==> src/rtl/supply_droop_regs.svh <==
// Constants for the supply droop reset control block.
`ifndef SUPPLY_DROOP_REGS_SVH
`define SUPPLY_DROOP_REGS_SVH
`define CFG_PWR_OFF_BIT 0
`define CFG_RST_OFF_BIT 1
`define CFG_STOP_ON_BIT 2
`define CFG_HI_SEL_BIT 3
`define CFG_WIDTH 4
`define CFG_RESET_VAL 4'h0
`define SYNC_STAGES 2
`endif

==> src/rtl/supply_droop_pkg.sv <==
// Types for the supply droop reset control block.
package supply_droop_pkg;
  typedef enum logic [1:0] {
    ST_RUN = 2'h1,
    ST_HOLD = 2'h2
  } droop_state_t;
endpackage

==> src/rtl/level_sync.sv <==
// Two-stage synchroniser for a level from another domain.
`timescale 1ns/1ps
module level_sync
(
  // Clock and reset
  input wire logic clk,
  input wire logic rst_n,
  // Level in and out
  input wire logic din,
  output logic dout
);
  logic meta_r;
  logic meta_nxt;
  logic out_r;
  logic out_nxt;

  always_comb
  begin
    meta_nxt = din;
    out_nxt = meta_r;
  end

  always_ff @(posedge clk)
  begin
    if (!rst_n)
    begin
      meta_r <= 1'h0;
      out_r <= 1'h0;
    end
    else
    begin
      meta_r <= meta_nxt;
      out_r <= out_nxt;
    end
  end

  assign dout = out_r;
endmodule // level_sync

==> src/rtl/supply_droop_reset_control.sv <==
// Control logic around the supply comparator: flag, reset hold, reset pin.
//
// Summary of operation
// - Monitoring is active straight out of reset without software help.
// - monitor_power_off low enables comparison; high turns monitoring off.
// - reset_gen_off low with monitoring on requests reset on falling trip.
// - In stop mode the monitor runs only when keep_on_in_stop is set.
// - high_supply_trip_sel picks 5-V thresholds, otherwise 3-V thresholds.
// - Power-on reset returns trip selection to 3-V mode.
// - Selecting 5-V below its rising level enters reset until supply rises.
// - Once triggered, reset holds until supply passes the rising level or monitor_power_off or reset_gen_off is set.
// - External reset pin is driven low while droop reset is active.
// - Flag is read-only: set below falling, clear above rising, else held.
// - Any reset clears the supply_low_flag.
// - The monitor never raises an interrupt request.
// - Monitor stays active in wait mode; its reset ends wait mode.
// - Monitor active in stop mode with resets enabled ends stop mode.
// - The four configuration bits live in config_word_one.
`timescale 1ns/1ps
`include "supply_droop_regs.svh"
module supply_droop_reset_control
  import supply_droop_pkg::*;
(
  // Clock and resets
  input wire logic clk,
  input wire logic rst_n,
  input wire logic porRst_n,
  // Configuration word write port
  input wire logic cfgWrite,
  input wire logic [`CFG_WIDTH-1:0] cfgWdata,
  // Low-power mode indications
  input wire logic stopMode,
  input wire logic waitMode,
  // Comparator indications, asynchronous
  input wire logic belowFalling3v,
  input wire logic aboveRising3v,
  input wire logic belowFalling5v,
  input wire logic aboveRising5v,
  // Trip selection and monitor enable to the analog comparator
  output logic highSupplyTripSel,
  output logic monitorActive,
  // Status and reset outputs
  output logic [`CFG_WIDTH-1:0] configWordOne,
  output logic supplyLowFlag,
  output logic droopResetReq,
  output logic lowPowerWake,
  output logic resetPinOut,
  output logic resetPinOe,
  output logic irqReq
);

  ////////////////////////////////////////////////////////////////////////////
  // Configuration word one.

  logic [`CFG_WIDTH-1:0] cfg_r;
  logic [`CFG_WIDTH-1:0] cfg_nxt;
  logic monPwrOff;
  logic rstGenOff;
  logic keepOnInStop;

  // The whole word resets only on power-on so a droop reset cannot undo a
  // 5-V selection and release early; the other bits clear likewise.
  always_comb
  begin
    cfg_nxt = cfg_r;
    if (cfgWrite)
    begin
      cfg_nxt = cfgWdata;
    end
  end

  always_ff @(posedge clk)
  begin
    if (!porRst_n)
    begin
      cfg_r <= `CFG_RESET_VAL;
    end
    else
    begin
      cfg_r <= cfg_nxt;
    end
  end

  assign monPwrOff = cfg_r[`CFG_PWR_OFF_BIT];
  assign rstGenOff = cfg_r[`CFG_RST_OFF_BIT];
  assign keepOnInStop = cfg_r[`CFG_STOP_ON_BIT];
  assign highSupplyTripSel = cfg_r[`CFG_HI_SEL_BIT];
  assign configWordOne = cfg_r;

  ////////////////////////////////////////////////////////////////////////////
  // Comparator synchronisers.

  logic [3:0] cmpRaw;
  logic [3:0] cmpSync;
  assign cmpRaw = {aboveRising5v, belowFalling5v, aboveRising3v,
    belowFalling3v};

  // Only power-on clears the synchronisers. A system reset raised by the
  // hold must still pass the above-rising indication that releases it.
  genvar gi;
  generate
    for (gi = 0; gi < 4; gi++)
    begin : g_sync
      level_sync u_sync
      (
        .clk(clk),
        .rst_n(porRst_n),
        .din(cmpRaw[gi]),
        .dout(cmpSync[gi])
      );
    end
  endgenerate

  logic belowFall;
  logic aboveRise;
  // Threshold pair follows the trip selection.
  assign belowFall = highSupplyTripSel ? cmpSync[2] : cmpSync[0];
  assign aboveRise = highSupplyTripSel ? cmpSync[3] : cmpSync[1];

  // Off when powered down, or in stop mode without keep-on; wait mode does
  // not stop it.
  assign monitorActive = !monPwrOff
    && (!stopMode || keepOnInStop);

  ////////////////////////////////////////////////////////////////////////////
  // Flag and reset hold.

  logic flag_r;
  logic flag_nxt;
  droop_state_t state_r;
  droop_state_t state_nxt;

  always_comb
  begin
    flag_nxt = flag_r;
    state_nxt = state_r;
    if (monitorActive)
    begin
      if (belowFall)
      begin
        flag_nxt = 1'h1;
      end
      else if (aboveRise)
      begin
        flag_nxt = 1'h0;
      end
    end
    case (state_r)
      ST_RUN:
      begin
        // Not above the rising level covers a fresh 5-V selection too.
        if (monitorActive && !rstGenOff && (belowFall || !aboveRise))
        begin
          state_nxt = ST_HOLD;
        end
      end
      ST_HOLD:
      begin
        if (aboveRise || monPwrOff || rstGenOff)
        begin
          state_nxt = ST_RUN;
        end
      end
      default:
      begin
        state_nxt = ST_RUN;
      end
    endcase
  end

  // The hold state survives the system reset it creates; only power-on
  // clears it, otherwise the reset would release itself.
  always_ff @(posedge clk)
  begin
    if (!rst_n || !porRst_n)
    begin
      flag_r <= 1'h0;
    end
    else
    begin
      flag_r <= flag_nxt;
    end
  end

  always_ff @(posedge clk)
  begin
    if (!porRst_n)
    begin
      state_r <= ST_RUN;
    end
    else
    begin
      state_r <= state_nxt;
    end
  end

  assign supplyLowFlag = flag_r;
  assign droopResetReq = (state_r == ST_HOLD);
  assign lowPowerWake = droopResetReq
    && (stopMode || waitMode);
  assign resetPinOut = 1'h0;
  assign resetPinOe = droopResetReq;
  assign irqReq = 1'h0;
endmodule // supply_droop_reset_control

==> config.mk <==
export PLATFORM = sky130hd
export DESIGN_NAME = supply_droop_reset_control
export DESIGN_NICKNAME = d
export VERILOG_FILES = /design/src/rtl/supply_droop_pkg.sv /design/src/rtl/level_sync.sv /design/src/rtl/supply_droop_reset_control.sv
export VERILOG_INCLUDE_DIRS = /design/src /design/src/rtl
export SDC_FILE = /design/constraint.sdc
export NUM_CORES = 1
export LEC_CHECK = 0
export ABC_AREA = 1
export BUFFER_PORTS_ARGS = -buffer_cell sky130_fd_sc_hd__clkbuf_2
export CORE_UTILIZATION = 35
export DETAILED_ROUTE_END_ITERATION = 10
export PLACE_DENSITY = 0.61
export SETUP_SLACK_MARGIN = 0.2
export SYNTH_ARGS = -nofsm -noshare
export SYNTH_HDL_FRONTEND = slang
export SYNTH_SLANG_ARGS = --single-unit
export TNS_END_PERCENT = 10
==> constraint.sdc <==
create_clock -name clk -period 1 [get_ports clk]
set_clock_uncertainty 0.2 [all_clocks]
set_input_delay 0.2 -clock clk [delete_from_list [all_inputs] [get_ports clk]]
set_output_delay 0.2 -clock clk [all_outputs]
set_load 0.1 [all_outputs]
### Word level (Yosys, flattened, before mapping)

Cells that the tools add are included.

| operators by class | value |
|---|---|
| equal/unequal tests | 4 |
| muxes and demuxes | 7 |
| reductions and logical operators | 19 |

Operator list:

| kind | number |
|---|---|
| 1-bit logical NOT | 6 |
| 1-bit logical OR | 6 |
| 1-bit logical AND | 4 |
| 1-bit two-way mux | 4 |
| 2-bit two-way mux | 2 |
| 2-bit case mux with 2 select lines | 1 |
| 2-bit AND reduction | 2 |
| 2-bit by 1-bit == test with 1-bit output (second input constant) | 1 |
| 2-bit == test (second input constant) | 1 |
| 2-bit by 1-bit inequality test with 1-bit output (second input constant) | 1 |
| 2-bit inequality test (second input constant) | 1 |
| 2-bit nonzero test | 1 |

| word-level totals | value |
|---|---|
| flip-flop bits (word level) | 15 |
| input port bits | 14 |
| output and inout bits | 12 |
| logic and storage cells | 41 |

### Logic depth before layout (Yosys ltp)

| logic depth | value |
|---|---|
| depth after elaboration | 7 |
| gate-level depth with buffers | 7 |
| depth with buffers taken out | 7 |

### Modules after synthesis

A second synthesis with hierarchy kept.

| unflattened totals | value |
|---|---|
| cell total of the unflattened synthesis | 81 |
| area total of the unflattened synthesis | 600.6 sq um |

By module, submodules not included:

| module | instances | cells each | area an instance (sq um) | seq. area each (sq um) |
|---|---|---|---|---|
| supply_droop_reset_control | 1 | 57 | 380.4 | 140.1 |
| level_sync | 4 | 6 | 55.1 | 40.0 |

### Worst setup path before layout

No wires, ideal clock.

| timing | value |
|---|---|
| path type | register -> register |
| start point | register cfg_r[2], in the netlist configWordOne[2] |
| end point | register flag_r, in the netlist supplyLowFlag |
| library setup time | 0.117 ns |
| arrival | 2.870 ns |
| required time | 0.683 ns |
| slack | -2.187 ns |
| stages on the path, launching flop included | 6 |
| path buffers | 0 |
| period minus slack after synthesis | 3.187 ns |
| path through | dfxtp_1 inv_2 a21oi_1 nand3_1 nand3_1 nor2_1 |

| between the ends | value |
|---|---|
| longest elaborated chain between the ends | 3 |

Ends and longest elaborated chain:

| element | RTL line | text |
|---|---|---|
| start, declared | supply_droop_reset_control.sv:55 | `` logic [`CFG_WIDTH-1:0] cfg_r; `` |
| start signal, assigned | supply_droop_reset_control.sv:76 | `` cfg_r <= `CFG_RESET_VAL; `` |
| start signal, assigned | supply_droop_reset_control.sv:80 | `cfg_r <= cfg_nxt;` |
| 1-bit logical OR | supply_droop_reset_control.sv:123 | `&& (!stopMode \|\| keepOnInStop);` |
| 1-bit logical AND | supply_droop_reset_control.sv:123 |  |
| named net monitorActive | supply_droop_reset_control.sv:41 | `output logic monitorActive,` |
| 2-bit AND reduction (no line) | -- |  |
| end signal, assigned | supply_droop_reset_control.sv:181 | `flag_r <= flag_nxt;` |
| end, declared | supply_droop_reset_control.sv:128 | `logic flag_r;` |

The timed path passes the listed nets, and every way through them passes these cells.
A chain may end at the register's enable or synchronous reset.

### Final worst setup path

| timing | value |
|---|---|
| start point | register cfg_r[2], in the netlist configWordOne[2] |
| end point | output port monitorActive |

| between the ends | value |
|---|---|
| longest elaborated chain between the ends | 2 |

Ends and longest elaborated chain:

| element | RTL line |
|---|---|
| 1-bit logical OR | supply_droop_reset_control.sv:123 |
| 1-bit logical AND | supply_droop_reset_control.sv:123 |
| end, declared | supply_droop_reset_control.sv:41 |

No other way between the ends.

==> summary.md <==
| Metric | Value |
|---|---|
| Clock root buffer | `clkbuf_4` |
| Part of the cycle the worst path needs | `1.45` |
| ANT cells | `0` |
| Number of input and output port buffers inserted | `23` |
| Largest fanout of any net on the critical path | `3` |
| Max Freq | `689 MHz` |
| Number of top-level design ports | `26` |
| Total of flip-flops plus latches after synthesis | `15` |
| Setup violators final | `14` |
| DP Wirelength | `just over 900 µm` |
| WL/cell | `8.55 µm` |
| Global-route usage over all layers | `0.156` |
| Library cell with the largest summed area after synthesis | `dfxtp_1` |
| Gpl congestion | `around 0.75` |
| Number of antenna violations at the first check in global routing | `0` |
| Number of buffers on the longest clock path | `2` |
| Power density relative to cell area | `between 1000 and 1500 mW/mm²` |
| Hold Violations, Final | `5` |
| Top cells by area in the synthesized netlist | `dfxtp_1 (48%), nand2_1 (13%), inv_1 (9.0%)` |
| Wire length reported by the detailed router | `1.27 mm` |
| Critical path capture point type | `primary output` |
| Vias in the first global route | `540` |
| Data arrival time at the worst-slack endpoint | `1050 ps` |
| Critical Path Start Type | `register` |
| Ys async rst share | `0` |
| Post-detailed-route DRC marker count | `0` |
| Area of the placeable core | `~0.0016 mm²` |
| Growth of design area from synthesis to finish | `74.5%` |
| Initial core utilization | `0.394` |
| Leading register cell type out of synthesis | `dfxtp_1` |
| DP Worst Slack | `-185 ps` |
| Router iterations before antenna repair | `4` |
| Clock tree from TritonCTS | `yes` |
| Max IR drop VDD | `1.07 mV` |
| CP delay by family, top | `flip-flops` |
| Most numerous cell in the Yosys netlist | `nand2_1` |
| Crit Path Class | `reg -> out` |
| Number of fillers in the final layout | `130` |
| Clock network latency to the later pin of the worst-skew pair | `between 200 and 300 ps` |
| Biggest cell delay along the critical path | `370 ps` |
| Via count | `603` |
| Top post-synthesis cells by count | `nand2_1 (22), dfxtp_1 (15), inv_1 (15)` |
| Post-route antenna net violation count | `0` |
| RSZ-0062 raised after global routing | `true` |
| Clock slew at reported path FFs | `about 90 ps` |
| Number of buffers added by the clock tree synthesis step | `3` |
| Req. time, crit path | `roughly 600 ps` |
| Number of distinct standard cells referenced by the synthesized netlist | `15` |
| Leakage power summed over all cells | `~0.57 nW` |
| Post-synth design cell area | `628 µm²` |
| Critical path cell sequence | `inv_4 > a21oi_4 > buf_12` |
| Final setup slack of the worst path | `-452 ps` |
| Overall die area | `~0.0020 mm²` |
| Wire length of the first global-routing pass | `between 2 and 2.5 mm` |
| Hold Slack | `-111 ps` |
| Avg Vias per Cell | `approximately 4` |
| Standard cell with the maximum stage delay on the critical path | `dfxtp_4` |
| Cells after Synth | `89` |
| Total number of yosys warnings | `0` |
| Post-route total power | `0.00155 W` |
| Failing checks | `negative hold slack, negative setup slack` |
| Slew Viols, Final | `0` |
| Hold WC Path Type | `in -> reg` |
| Nets@finish | `139` |
| Post-layout minimum cycle time | `approximately 1500 ps` |
| Outcome | `finished, violations left` |
| Number of core rows | `14` |
| Number of buffer and inverter instances along the worst setup path | `2` |
| Fraction of synthesized cell area taken by the top area cell type | `0.478` |
| Proportion of synthesized chip area in sequential cells | `0.478` |
| Total clock sinks | `15` |
| Final core utilization | `0.688` |
| Maximum number of pins on one net before global-route repair | `11` |
| Post-Synthesis Mean Instance Area | `7.06 µm²` |
| Die height | `between 40 and 50 µm` |
| GR Overflow Total | `0` |
| Max-capacitance violation count | `0` |
| H-tree level count | `1` |
| Share of layout cells above drive strength 1 | `0.508` |
| DR iter-0 viols | `2` |
| Die span in x | `44.4 µm` |
| Number of enable-type register cells in the synthesized netlist | `0` |
-- worst reg2reg max path, delay by kind of cell (launching register included) --
kind | cells | cell delay (ps)
flops | 1 | 380
compound gates | 1 | 150
buf+inv | 1 | 80
simple gates | 4 | 260
-- layout make-up --
class | instances | area (µm²) | share of cell area
multi-input cells | 51 | 272 | 0.248
inverters | 19 | 77.6 | 0.0708
clock inverters | 1 | 5.00 | 0.00457
flip-flops and latches | 15 | 315 | 0.288
repair buffers | 35 | 374 | 0.341
clock buffers | 3 | 22.5 | 0.0205
well taps | 24 | 30.0 | 0.0274
-- cell usage in the layout (no fill, tap or decap) --
master | netlist | final
nand2_1 | 22 | 22
clkbuf_2 | 0 | 13
inv_1 | 15 | 12
buf_12 | 0 | 10
dfxtp_1 | 15 | 9
buf_4 | 4 | 7
nor2_1 | 7 | 6
buf_6 | 0 | 5
inv_2 | 3 | 4
o21ai_0 | 4 | 4
nand2_2 | 5 | 4
a21oi_2 | 0 | 3
nand3_1 | 3 | 3
clkbuf_4 | 0 | 3
dfxtp_4 | 0 | 3
dfxtp_2 | 0 | 3
a21oi_4 | 0 | 2
conb_1 | 1 | 2
nand2_4 | 0 | 1
clkinvlp_4 | 0 | 1
nor2_2 | 1 | 1
inv_4 | 0 | 1
clkinv_1 | 1 | 1
nor2_4 | 0 | 1
or2_1 | 1 | 1
a21oi_1 | 6 | 1
clkinv_2 | 0 | 1
-- through the flow --
stage | cells | setup TNS, ps | hold WS, ps | area (µm²)
finish | 148 | -4080 | -111 | 1100
global route | 148 | -4700 | -116 | 1100
CTS | 148 | -4380 | -119 | 1070
detailed placement | 143 | -1270 | 181 | 1000
global placement | 143 | -1080 | 179 | 1000
floorplan | 90 | -6430 | 93.5 | 658
-- state kept, by name (all words and copies together), names as in the netlist --
| signal | flops |
|---|---|
| configWordOne | 4 |
| g_sync.u_sync.dout | 4 |
| g_sync.u_sync.meta_r | 4 |
| state_r | 2 |
| supplyLowFlag | 1 |
-- power by group --
part	internal, W	switching [W]	total [W]	leakage (nW)
sequential	0.000636	0.0000292	0.000665	0.127
combinational	0.000204	0.000336	0.000539	0.423
clock	0.000148	0.000199	0.000347	0.0177
-- path summary, 6_finish.rpt --
| check | depth (start not counted) | startpoint | slack [ps] | end |
|---|---|---|---|---|
| worst max-delay path | 3 | configWordOne[2] | -450 | monitorActive |
| worst min-delay path | 3 | belowFalling3v | -110 | g_sync[0].u_sync.meta_r |
| worst max register to register | 6 | configWordOne[3] | -170 | state_r[1] |
| worst min register to register | 2 | g_sync[3].u_sync.meta_r | 220 | g_sync[3].u_sync.dout |
-- what timing repair did --
action,in CTS,in global routing
buffers inserted,1,0
endpoints found under the setup margin,17,17
endpoints found under the hold margin,8,5
gates resized for setup,12,7
cloned,0,0
pin swaps,4,3
-- layer usage --
| metal | share of wire | vias up | global-route usage |
|---|---|---|---|
| li1 | - | 327 | - |
| met1 | 0.42 | 254 | 0.140 |
| met2 | 0.52 | 20 | 0.291 |
| met3 | 0.046 | 2 | 0.0367 |
| met4 | 0.012 | 0 | 0.127 |
| met5 | 0 | - | 0 |
-- logic make-up after synthesis --
family                 after synthesis  synth area share
AO/OA/AOI/OAI                       10            0.0797
other                                1           0.00597
AND/OR/NAND/NOR                     39             0.267
flip-flops                          15             0.478
buffers and inverters               24             0.169
No activity file was read; power rests on OpenSTA's default activity.
